==> config.mk <==
export PLATFORM = sky130hd
export DESIGN_NAME = gsmc_core
export DESIGN_NICKNAME = d
export VERILOG_FILES = /design/src/design/gsmc_pkg.sv /design/src/design/gsmc_core.sv /design/src/design/gsmc_key_mem.sv
export SDC_FILE = /design/constraint.sdc
export NUM_CORES = 1
export LEC_CHECK = 0
export BUFFER_PORTS_ARGS = -buffer_cell sky130_fd_sc_hd__buf_2
export CAP_MARGIN = 20
export CORE_AREA = 4 4 136 171
export DETAILED_ROUTE_END_ITERATION = 10
export DIE_AREA = 0 0 140 175
export GPL_TIMING_DRIVEN = 0
export PLACE_DENSITY = 0.4
export SYNTH_ARGS = -nofsm -noshare
export SYNTH_HDL_FRONTEND = slang
export SYNTH_SLANG_ARGS = --single-unit
==> constraint.sdc <==
create_clock -name clk -period 3.44 [get_ports clk]
set_input_delay 0.516 -clock clk [delete_from_list [all_inputs] [get_ports clk]]
set_output_delay 0.516 -clock clk [all_outputs]
set_load 0.005 [all_outputs]
==> src/design/gsmc_pkg.sv <==
package gsmc_pkg;

   // ==========================================================================
   // Command location and access command values
   // ==========================================================================
   localparam logic [7:0]  GSMC_CTRL_CODE      = 8'h00;
   localparam logic [15:0] GSMC_CMD_RESET      = 16'h0041;
   localparam logic [15:0] GSMC_CMD_SEAL       = 16'h0020;
   localparam logic [15:0] GSMC_CMD_STATUS     = 16'h0000;

   // ==========================================================================
   // Default keys, each two words, first word sent in the low half
   // ==========================================================================
   localparam logic [31:0] GSMC_UNSEAL_KEY_RST = 32'h36720414;
   localparam logic [31:0] GSMC_FULL_KEY_RST   = 32'hFFFFFFFF;

   // ==========================================================================
   // Status word field positions
   // ==========================================================================
   localparam int          GSMC_SS_BIT         = 13;
   localparam int          GSMC_RESTR_BIT      = 14;
   localparam int          GSMC_RSTREQ_BIT     = 0;

   // ==========================================================================
   // Key store layout
   // ==========================================================================
   localparam int          GSMC_KEY_WORDS      = 4;
   localparam logic [1:0]  GSMC_KIDX_UNSEAL_LO = 2'h0;
   localparam logic [1:0]  GSMC_KIDX_UNSEAL_HI = 2'h1;
   localparam logic [1:0]  GSMC_KIDX_FULL_LO   = 2'h2;
   localparam logic [1:0]  GSMC_KIDX_FULL_HI   = 2'h3;

   typedef enum logic [2:0] {
      GSMC_SEALED   = 3'b001,
      GSMC_UNSEALED = 3'b010,
      GSMC_FULL     = 3'b100
   } gsmc_mode_t;

   typedef enum logic [3:0] {
      GSMC_B_IDLE = 4'b0001,
      GSMC_B_CODE = 4'b0010,
      GSMC_B_LOW  = 4'b0100,
      GSMC_B_HIGH = 4'b1000
   } gsmc_bstate_t;

endpackage : gsmc_pkg

==> src/design/gsmc_core.sv <==
`timescale 1ns/1ps

// Contract
// - Command word 0x0041 at code 0x00 triggers a device reset pulse.
// - Command data arrives low byte first after the command code byte.
// - Command word 0x0020 at the control location enters sealed mode.
// - Seal sets both the full-access-restricted flag and the sealed flag.
// - Matching two-word unseal key moves sealed mode to unsealed.
// - Unsealing clears the sealed flag, keeps the full-access-restricted flag.
// - Full access key only accepted from unsealed mode.
// - Full access key is two words, default 0xFFFF each; clears restricted flag.
// - A sealed device powers back up sealed unless the default image is reloaded.
// - Power up in full access after the default image reload, or when the part was not sealed.
// - Keys are stored, changeable values; comparisons use the stored values.
// - Both flags are readable in the control status word.
// - Default configuration starts in full access with both flags clear.
module gsmc_core
   import gsmc_pkg::*;
(
   input  wire logic        clk,
   input  wire logic        reset,
   input  wire logic        rx_valid,
   input  wire logic        rx_start,
   input  wire logic [7:0]  rx_byte,
   input  wire logic        rx_stop,
   input  wire logic        nv_sealed,
   input  wire logic        image_reload,
   input  wire logic        key_wr,
   input  wire logic [1:0]  key_idx,
   input  wire logic [15:0] key_data,
   output logic [15:0]      status_word,
   output logic             sealed_flag,
   output logic             full_access_restricted_flag,
   output logic             nv_seal_set,
   output logic             device_reset,
   output logic [2:0]       mode
);

   // ==========================================================================
   // State
   // ==========================================================================
   typedef struct packed {
      gsmc_bstate_t bst;
      logic [7:0]   code;
      logic [7:0]   lo;
      gsmc_mode_t   mode;
      logic         key_pend;
      logic         cmp_go;
      logic [15:0]  cmp_word;
      logic         strap_done;
      logic         rst_pulse;
      logic         nv_set;
   } gsmc_state_t;

   gsmc_state_t s_q;
   gsmc_state_t s_d;
   logic [1:0]  rd_idx;
   logic [15:0] key_word;
   logic [15:0] word_in;
   logic        key_hit;

   // ==========================================================================
   // Key store
   // ==========================================================================
   // The compare stage looks up the stored key word a cycle ahead, so a key
   // word is judged one cycle after its high byte arrives. A key changed while
   // a pair is half entered is used from the next compare on.
   gsmc_key_mem #(
      .WIDTH   (16)
   ) u_keys (
      .clk     (clk),
      .reset   (reset),
      .wr_en   (key_wr),
      .wr_idx  (key_idx),
      .wr_data (key_data),
      .rd_idx  (rd_idx),
      .rd_data (key_word)
   );

   // ==========================================================================
   // Decode helpers
   // ==========================================================================
   // Picks the stored key word that the next data word is judged against:
   // the full access pair once unsealed, the unseal pair otherwise.
   function automatic logic [1:0] key_index(input gsmc_mode_t m, input logic hi);
      logic [1:0] base;
      base = (m == GSMC_UNSEALED) ? GSMC_KIDX_FULL_LO : GSMC_KIDX_UNSEAL_LO;
      return base | {1'b0, hi};
   endfunction : key_index

   // Mode taken on the first cycle after reset release. A part that was sealed
   // stays sealed across power loss unless the default image was reloaded.
   function automatic gsmc_mode_t power_up_mode(input logic was_sealed, input logic reload);
      gsmc_mode_t m;
      if (reload || !was_sealed) begin
         m = GSMC_FULL;
      end else begin
         m = GSMC_SEALED;
      end
      return m;
   endfunction : power_up_mode

   // One level up per accepted key pair; there is no path from sealed
   // straight to full access.
   function automatic gsmc_mode_t next_level(input gsmc_mode_t m);
      gsmc_mode_t n;
      case (m)
         GSMC_SEALED: begin
            n = GSMC_UNSEALED;
         end
         GSMC_UNSEALED: begin
            n = GSMC_FULL;
         end
         default: begin
            n = m;
         end
      endcase
      return n;
   endfunction : next_level

   // Status word: only the two security flags are defined, all else reads zero.
   function automatic logic [15:0] status_pack(input logic restr, input logic sealed);
      logic [15:0] w;
      w                 = 16'h0000;
      w[GSMC_RESTR_BIT] = restr;
      w[GSMC_SS_BIT]    = sealed;
      return w;
   endfunction : status_pack

   // ==========================================================================
   // Next state
   // ==========================================================================
   always_comb begin
      s_d           = s_q;
      s_d.rst_pulse = 1'b0;
      s_d.nv_set    = 1'b0;
      s_d.cmp_go    = 1'b0;
      word_in       = {rx_byte, s_q.lo};
      rd_idx        = key_index(s_q.mode, s_q.key_pend);
      key_hit       = (s_q.cmp_word == key_word);

      // Power-up mode is caught after reset release, not under reset.
      if (!s_q.strap_done) begin
         s_d.strap_done = 1'b1;
         s_d.mode       = power_up_mode(nv_sealed, image_reload);
      end

      if (rx_valid) begin
         if (rx_start) begin
            s_d.bst  = GSMC_B_CODE;
            s_d.code = rx_byte;
         end else begin
            case (s_q.bst)
               GSMC_B_CODE: begin
                  s_d.lo  = rx_byte;
                  s_d.bst = GSMC_B_LOW;
               end
               GSMC_B_LOW: begin
                  s_d.bst = GSMC_B_HIGH;
                  if (s_q.code == GSMC_CTRL_CODE) begin
                     s_d.cmp_go   = 1'b1;
                     s_d.cmp_word = word_in;
                  end
               end
               default: begin
                  s_d.bst = GSMC_B_IDLE;
               end
            endcase
         end
      end
      // A stop ends any frame, so a cut frame never leaves the framer waiting
      // for the rest of a word that will not come.
      if (rx_stop) begin
         s_d.bst = GSMC_B_IDLE;
      end

      if (s_q.cmp_go) begin
         if (s_q.cmp_word == GSMC_CMD_RESET) begin
            s_d.rst_pulse = 1'b1;
            s_d.key_pend  = 1'b0;
         end else if (s_q.cmp_word == GSMC_CMD_SEAL && s_q.mode != GSMC_SEALED) begin
            s_d.mode     = GSMC_SEALED;
            s_d.nv_set   = 1'b1;
            s_d.key_pend = 1'b0;
         end else if (s_q.mode == GSMC_FULL || s_q.cmp_word == GSMC_CMD_STATUS) begin
            s_d.key_pend = 1'b0;
         end else if (!s_q.key_pend) begin
            s_d.key_pend = key_hit;
         end else begin
            s_d.key_pend = 1'b0;
            if (key_hit) begin
               s_d.mode = next_level(s_q.mode);
            end
         end
      end
   end

   // ==========================================================================
   // Register
   // ==========================================================================
   // Reset parks the part sealed until the power-up inputs have been looked
   // at, so nothing is granted while reset is high.
   always_ff @(posedge clk) begin
      if (reset) begin
         s_q <= '{bst: GSMC_B_IDLE, mode: GSMC_SEALED, default: '0};
      end else begin
         s_q <= s_d;
      end
   end

   // ==========================================================================
   // Outputs
   // ==========================================================================
   // The flags are decoded from the mode register rather than kept apart, so
   // they can never disagree with the mode that the key checks act on.
   assign sealed_flag                 = (s_q.mode == GSMC_SEALED);
   assign full_access_restricted_flag = (s_q.mode != GSMC_FULL);
   assign status_word = status_pack(full_access_restricted_flag, sealed_flag);
   assign nv_seal_set  = s_q.nv_set;
   assign device_reset = s_q.rst_pulse;
   assign mode         = s_q.mode;

endmodule : gsmc_core

==> src/design/gsmc_key_mem.sv <==
`timescale 1ns/1ps

// ============================================================================
// Key store: four 16-bit words, registered read data.
// ============================================================================
module gsmc_key_mem
   import gsmc_pkg::*;
#(
   parameter int          WIDTH = 16
) (
   input  wire logic             clk,
   input  wire logic             reset,
   input  wire logic             wr_en,
   input  wire logic [1:0]       wr_idx,
   input  wire logic [WIDTH-1:0] wr_data,
   input  wire logic [1:0]       rd_idx,
   output logic      [WIDTH-1:0] rd_data
);

   logic [WIDTH-1:0] mem_q [GSMC_KEY_WORDS];

   always_ff @(posedge clk) begin
      if (reset) begin
         mem_q[GSMC_KIDX_UNSEAL_LO] <= GSMC_UNSEAL_KEY_RST[WIDTH-1:0];
         mem_q[GSMC_KIDX_UNSEAL_HI] <= GSMC_UNSEAL_KEY_RST[2*WIDTH-1:WIDTH];
         mem_q[GSMC_KIDX_FULL_LO]   <= GSMC_FULL_KEY_RST[WIDTH-1:0];
         mem_q[GSMC_KIDX_FULL_HI]   <= GSMC_FULL_KEY_RST[2*WIDTH-1:WIDTH];
         rd_data                    <= '0;
      end else begin
         if (wr_en) begin
            mem_q[wr_idx] <= wr_data;
         end
         rd_data <= mem_q[rd_idx];
      end
   end

endmodule : gsmc_key_mem

Yosys cells after proc, flatten, opt, wreduce, memory -nomap -nowiden
Memory sizes are Yosys's and may differ from the RTL's. A register that Yosys moved wholly into a read port is not among the register bits.
Index checks and enable logic that the tools add are counted.
{"block": "totals", "mem_count": 1, "inputBits": 34, "elab_cells": 70, "register_bits": 44, "output_inout_bits": 23, "mem_bits_rw": 64}
{"name": "u_keys.mem_q", "depth": 4, "width": 16, "rd": 1, "rd_clocked_by_memory_dff": 1, "wr": 4, "line_no": "gsmc_key_mem.sv:20", "rtl": "logic [WIDTH-1:0] mem_q [GSMC_KEY_WORDS];"}
{"block": "classes", "bitwise": 5, "muxes": 29, "n_reduce_logical": 14, "eq_ne": 11}
{"operator": "$mux W3", "count": 7}
{"operator": "$mux W17", "count": 1}
{"operator": "$eq A16 B16 Y1", "count": 1}
{"operator": "$eq A16 B6 Y1 const B", "count": 1}
{"operator": "$eq A16 B7 Y1 const B", "count": 1}
{"operator": "$logic_not A16 Y1", "count": 1}
{"operator": "$mux W16", "count": 1}
{"operator": "$reduce_or A16 Y1", "count": 1}
{"operator": "$mux W1", "count": 12}
{"operator": "$mux W4", "count": 3}
{"operator": "$logic_not A8 Y1", "count": 1}
{"operator": "$ne A8 B4 Y1 const B", "count": 1}
{"operator": "$pmux W4 S2", "count": 1}
{"operator": "$mux W2", "count": 3}
{"operator": "$pmux W3 S2", "count": 1}
{"operator": "$eq A4 B2 Y1 const B", "count": 1}
{"operator": "$eq A4 B3 Y1 const B", "count": 1}
{"operator": "$not A1 Y1", "count": 4}
{"operator": "$reduce_and A4 Y1", "count": 1}
{"operator": "$reduce_or A2 Y1", "count": 2}
{"operator": "$reduce_or A4 Y1", "count": 1}
{"operator": "$eq A3 B1 Y1 const B", "count": 1}
{"operator": "$eq A3 B2 Y1 const B", "count": 1}
{"operator": "$eq A3 B3 Y1 const B", "count": 1}
{"operator": "other kinds (9)", "count": 10}

Logic depth before layout (Yosys ltp)
{"block": "depth", "depth_word": 10, "mapped_depth": 6}

Modules after synthesis
From an unflattened synthesis, not the netlist that was laid out.
{"block": "hier_totals", "cells_unflattened": 448, "area_unflattened_um2": 5373.9}
{"module": "gsmc_key_mem", "cells_each": 214, "n_inst": 1, "seq_area_each_um2": 2242.2, "area_each_um2": 3250.6}
{"module": "gsmc_core", "cells_each": 234, "n_inst": 1, "seq_area_each_um2": 880.8, "area_each_um2": 2123.3}

Least setup slack after synthesis
Ideal clock, no wire load.
{"block": "synth_timing", "path_kind": "input to register", "from": "input port reset", "to": "memory u_keys.mem_q[2][0], enable pin", "setup_time_ns": 0.334, "slack_ns": 1.247, "arrival_time_ns": 1.859, "required_time_ns": 3.106, "path_stages": 5, "path_cell_list": "inv_1 > nand2_1 > nor3b_1 > clkbuf_1 > or2_2"}
{"item": "start: declaration", "line_no": "gsmc_core.sv:21", "rtl": "input wire logic reset,"}
{"item": "end: declaration", "line_no": "gsmc_key_mem.sv:20"}

==> impl_metrics.prom <==
# TYPE chip_impl_metric gauge
chip_impl_metric{name="dr.pass1.iters",unit=""} 4
chip_impl_metric{name="setup.reg_to_reg.worst_slack",unit="ns"} 1.44
chip_impl_metric{name="cts_repair_resize_count",unit=""} 0
chip_impl_metric{name="internal_power",unit="mW"} 2.785
chip_impl_metric{name="placement.io_buffers",unit=""} 42
chip_impl_info{name="setup.worst_path.end_class",value="flip-flop"} 1
chip_impl_info{name="setup.worst_path.start",value="reset"} 1
chip_impl_metric{name="initial_standard_cell_utilization_of_the_core",unit="%"} 24.87
chip_impl_metric{name="row_count",unit=""} 60
chip_impl_metric{name="nNetsFinal",unit=""} 546
chip_impl_metric{name="clock_tree.htree_level_count",unit=""} 4
chip_impl_metric{name="delay_of_the_slowest_critical_path_stage",unit="ns"} 0.69
chip_impl_metric{name="synthCells",unit=""} 435
chip_impl_info{name="post-synth-top-area-cell",value="sky130_fd_sc_hd__edfxtp_1"} 1
chip_impl_metric{name="final-max-slew-violation-count",unit=""} 0
chip_impl_metric{name="synth_warnings",unit=""} 0
chip_impl_metric{name="yosys_register_bits",unit=""} 124
chip_impl_metric{name="die_height",unit="um"} 175
chip_impl_metric{name="skew",unit="ns"} 0.007148
chip_impl_metric{name="first_global_vias",unit=""} 3593
chip_impl_metric{name="clkPwrFrac",unit="%"} 48.2
chip_impl_metric{name="timing.critical_path.fanout_max",unit=""} 16
chip_impl_metric{name="worstPathArrival",unit="ns"} 2.94
chip_impl_metric{name="cts_hold_buffers",unit=""} 0
chip_impl_metric{name="ios",unit=""} 57
chip_impl_metric{name="power_frac_comb",unit="%"} 5.5
chip_impl_metric{name="power_switching_share",unit="%"} 22.34
chip_impl_metric{name="antenna_cells",unit=""} 0
chip_impl_metric{name="maximum_number_of_pins_on_one_net_before_global_route_repair",unit=""} 17
chip_impl_metric{name="fin_area",unit="mm^2"} 0.006545
chip_impl_metric{name="route.vias.total",unit=""} 3326
chip_impl_info{name="worstPathCellList",value="buf_2 > inv_1 > nand2_1 > nor3b_1 > buf_4 > clkbuf_1 > or2_2"} 1
chip_impl_metric{name="fin_cells",unit=""} 804
chip_impl_metric{name="power.net_switching",unit="uW"} 801.1
chip_impl_info{name="netlist_top_cells_area",value="sky130_fd_sc_hd__edfxtp_1, sky130_fd_sc_hd__dfxtp_1, sky130_fd_sc_hd__mux4_2"} 1
chip_impl_metric{name="placed_cell_area",unit="mm^2"} 0.005969
chip_impl_info{name="unrepaired_setup_endpoints_after_global_routing",value="false"} 1
chip_impl_info{name="tritoncts_clock_tree",value="done"} 1
chip_impl_metric{name="area_growth_syn_to_layout",unit="%"} 22.59
chip_impl_metric{name="post-route-min-period",unit="ns"} 2.895
chip_impl_metric{name="drcViolationCount",unit=""} 0
chip_impl_metric{name="vdd.ir_drop.worst",unit="uV"} 359.1
chip_impl_metric{name="clock.fmax",unit="GHz"} 0.3454
chip_impl_metric{name="worstRegToRegCells",unit=""} 6
chip_impl_metric{name="worst_setup_hold_path_clk_slew",unit="ns"} 0.05
chip_impl_info{name="regToRegEndpoint",value="mode[1]"} 1
chip_impl_metric{name="synth-seq-area-share",unit="%"} 58.50
chip_impl_metric{name="static-leakage-power",unit="nW"} 2.600
chip_impl_metric{name="dp.final_hpwl",unit="um"} 9209
chip_impl_metric{name="mappedNetlistArea",unit="mm^2"} 0.005339
chip_impl_metric{name="die_width",unit="um"} 140
chip_impl_info{name="holdCritPathClass",value="input port to flip-flop"} 1
chip_impl_info{name="timing.rr.start",value="s_q[11]"} 1
chip_impl_metric{name="globalplace.congestion",unit=""} 0.6944
chip_impl_metric{name="dp.cells",unit=""} 772
chip_impl_metric{name="fin_hold_ws",unit="ns"} 0.3763
chip_impl_metric{name="core_region_area",unit="mm^2"} 0.02147
chip_impl_metric{name="maxCapViolations",unit=""} 0
chip_impl_metric{name="grt_overflow_total",unit=""} 0
chip_impl_metric{name="final_layout_size_suffix_gt1_share",unit="%"} 24.76
chip_impl_metric{name="powerDensity",unit="mW/mm^2"} 547.9
chip_impl_metric{name="fin_crit_sh",unit="%"} 84.16
chip_impl_metric{name="number_of_drc_markers_in_iteration_0",unit=""} 115
chip_impl_metric{name="setup_viol",unit=""} 0
chip_impl_metric{name="worst_slew_margin_rel",unit="%"} 43.33
chip_impl_metric{name="worst_ep_required_time",unit="ns"} 3.49
chip_impl_metric{name="postRouteAntennaNets",unit=""} 0
chip_impl_metric{name="grt_antenna_before_repair",unit=""} 0
chip_impl_metric{name="worst_slew_pin_slew",unit="ns"} 0.8480
chip_impl_metric{name="clock_sink_count",unit=""} 124
chip_impl_info{name="startpoint_type",value="input port"} 1
chip_impl_info{name="worst_setup_path_endpoint",value="u_keys.mem_q[2][6]"} 1
chip_impl_metric{name="netlist-cell-type-count",unit=""} 43
chip_impl_metric{name="synth_top_cell_area_share",unit="%"} 36.00
chip_impl_metric{name="routedWlPerCell",unit="um"} 15.85
chip_impl_metric{name="grt.total_usage",unit="%"} 11.09
chip_impl_info{name="clock_tree.root_cell",value="sky130_fd_sc_hd__clkbuf_16"} 1
chip_impl_metric{name="detail_route.wirelength",unit="um"} 12740
chip_impl_metric{name="clock_latency",unit="ns"} 0.42
chip_impl_metric{name="share_seq_of_total_power",unit="%"} 46.3
chip_impl_metric{name="die_area",unit="mm^2"} 0.02450
chip_impl_metric{name="grt_first_pass_wirelength",unit="um"} 20330
chip_impl_metric{name="post_synth.cell_area_avg",unit="um^2"} 12.27
chip_impl_metric{name="cts_made_buffers",unit=""} 17
chip_impl_info{name="slowest_stage",value="sky130_fd_sc_hd__nor3b_1"} 1
chip_impl_metric{name="clock_tree.buffer_depth",unit=""} 2
chip_impl_info{name="path_class",value="input port to flip-flop"} 1
chip_impl_metric{name="vias_per_cell",unit=""} 4.137
chip_impl_info{name="status",value="finished clean"} 1
chip_impl_metric{name="post_cts.repair.setup_buffers",unit=""} 0
chip_impl_metric{name="final_count_of_hold_timing_violations",unit=""} 0
## power by group through the flow
stage | clock [mW] | sequential [mW] | combinational (mW)
2_1_floorplan | 0 | 1.68 | 0.123
6_report | 1.73 | 1.66 | 0.198
3_5_place_dp | 0 | 1.69 | 0.203
5_1_grt | 1.85 | 1.67 | 0.222
4_1_cts | 1.78 | 1.66 | 0.204
3_3_place_gp | 0 | 1.69 | 0.200
## cell families (layout without fill, tap and decap cells)
family	Yosys count	in the layout	share of synthesized area [%]
multiplexers	40	40	11.25
AO/OA/AOI/OAI	25	25	2.859
XOR/XNOR	17	17	2.789
flip-flops	124	124	58.50
AND/OR/NAND/NOR	187	187	20.13
buffers and inverters	41	118	4.406
other	1	14	0.07024
## stage by stage
step                util (%)  setup TNS [ns]  worst slack [ns]  power (mW)
detailed placement     27.80               0           0.08332       1.895
CTS                    30.48               0            0.5174       3.644
finish                 30.48               0            0.5450       3.586
global route           30.48               0            0.3850       3.742
floorplan                  -               0             1.247       1.803
global placement       27.70          -3.918           -0.1455       1.887
## registers in the layout (all words and copies together), names as in the netlist
name	cells
u_keys.rd_data	16
device_reset	1
nv_seal_set	1
s_q	39
mode	3
u_keys.mem_q	64
## critical path: cells and delay by family
kind | cells | cell delay [ns]
simple gates | 3 | 1.36
buf+inv | 4 | 1.06
## placed cells by master (no fill, tap or decap), types with 13 or more instances in the layout
cell type,netlist,final
sky130_fd_sc_hd__mux2i_1,24,24
sky130_fd_sc_hd__edfxtp_1,64,64
sky130_fd_sc_hd__conb_1,1,14
sky130_fd_sc_hd__clkbuf_16,0,17
sky130_fd_sc_hd__buf_4,19,22
sky130_fd_sc_hd__nand2b_1,47,47
sky130_fd_sc_hd__nor2_1,28,28
sky130_fd_sc_hd__and2_1,38,38
sky130_fd_sc_hd__dfxtp_1,60,60
sky130_fd_sc_hd__mux4_2,16,16
sky130_fd_sc_hd__a21oi_1,13,13
sky130_fd_sc_hd__nand2_1,25,25
sky130_fd_sc_hd__buf_2,5,47
## final cells by class
cell class | count | area (um^2)
inverters | 4 | 15.01
well taps | 279 | 349.1
clock inverters | 15 | 150.1
repair buffers | 45 | 232.7
flip-flops and latches | 124 | 3123
clock buffers | 17 | 425.4
plain buffers | 37 | 220.2
multi-input cells | 283 | 2029
fillers | 2261 | 14930
## per-layer routing
metal  wire [um]  share of wire (%)  global-route usage, %
met1        5128                 40                  11.93
met2        6948                 55                  20.57
met3         472                3.7                  2.929
met4         194                1.5                  4.281
met5           0                  0                      0
## synth_stat cells (all sizes together)
cell type / instances
or4: 2
nor3: 7
o21ai: 3
xnor2: 5
edfxtp: 64
o21ba: 2
a21oi: 13
nor4: 9
and2: 38
nand2: 26
a21o: 1
conb: 1
nand3b: 1
mux4: 16
o21bai: 1
or3: 2
inv: 4
o21a: 2
nand3: 5
a211o: 1
dfxtp: 60
nand4: 5
nor3b: 6
or3b: 1
or2: 4
a31oi: 1
nor2: 28
clkbuf: 13
and4: 2
nor4b: 1
nand2b: 47
mux2i: 24
a21boi: 1
xor2: 12
nor2b: 3
buf: 24
## how the worst min path moves through the flow
stage / from / to / slack [ns] / cells after the start
final: rx_byte[3] / s_q[35] / 0.38 / 3
after detailed placement: s_q[36] / s_q[36] / 0.45 / 2
after floorplan: s_q[36] / s_q[36] / 0.44 / 2
after global placement: s_q[33] / s_q[33] / 0.44 / 2
after global routing: rx_byte[5] / s_q[37] / 0.38 / 3
after CTS: rx_byte[3] / s_q[35] / 0.36 / 3
(Power assumes the default switching activity.)
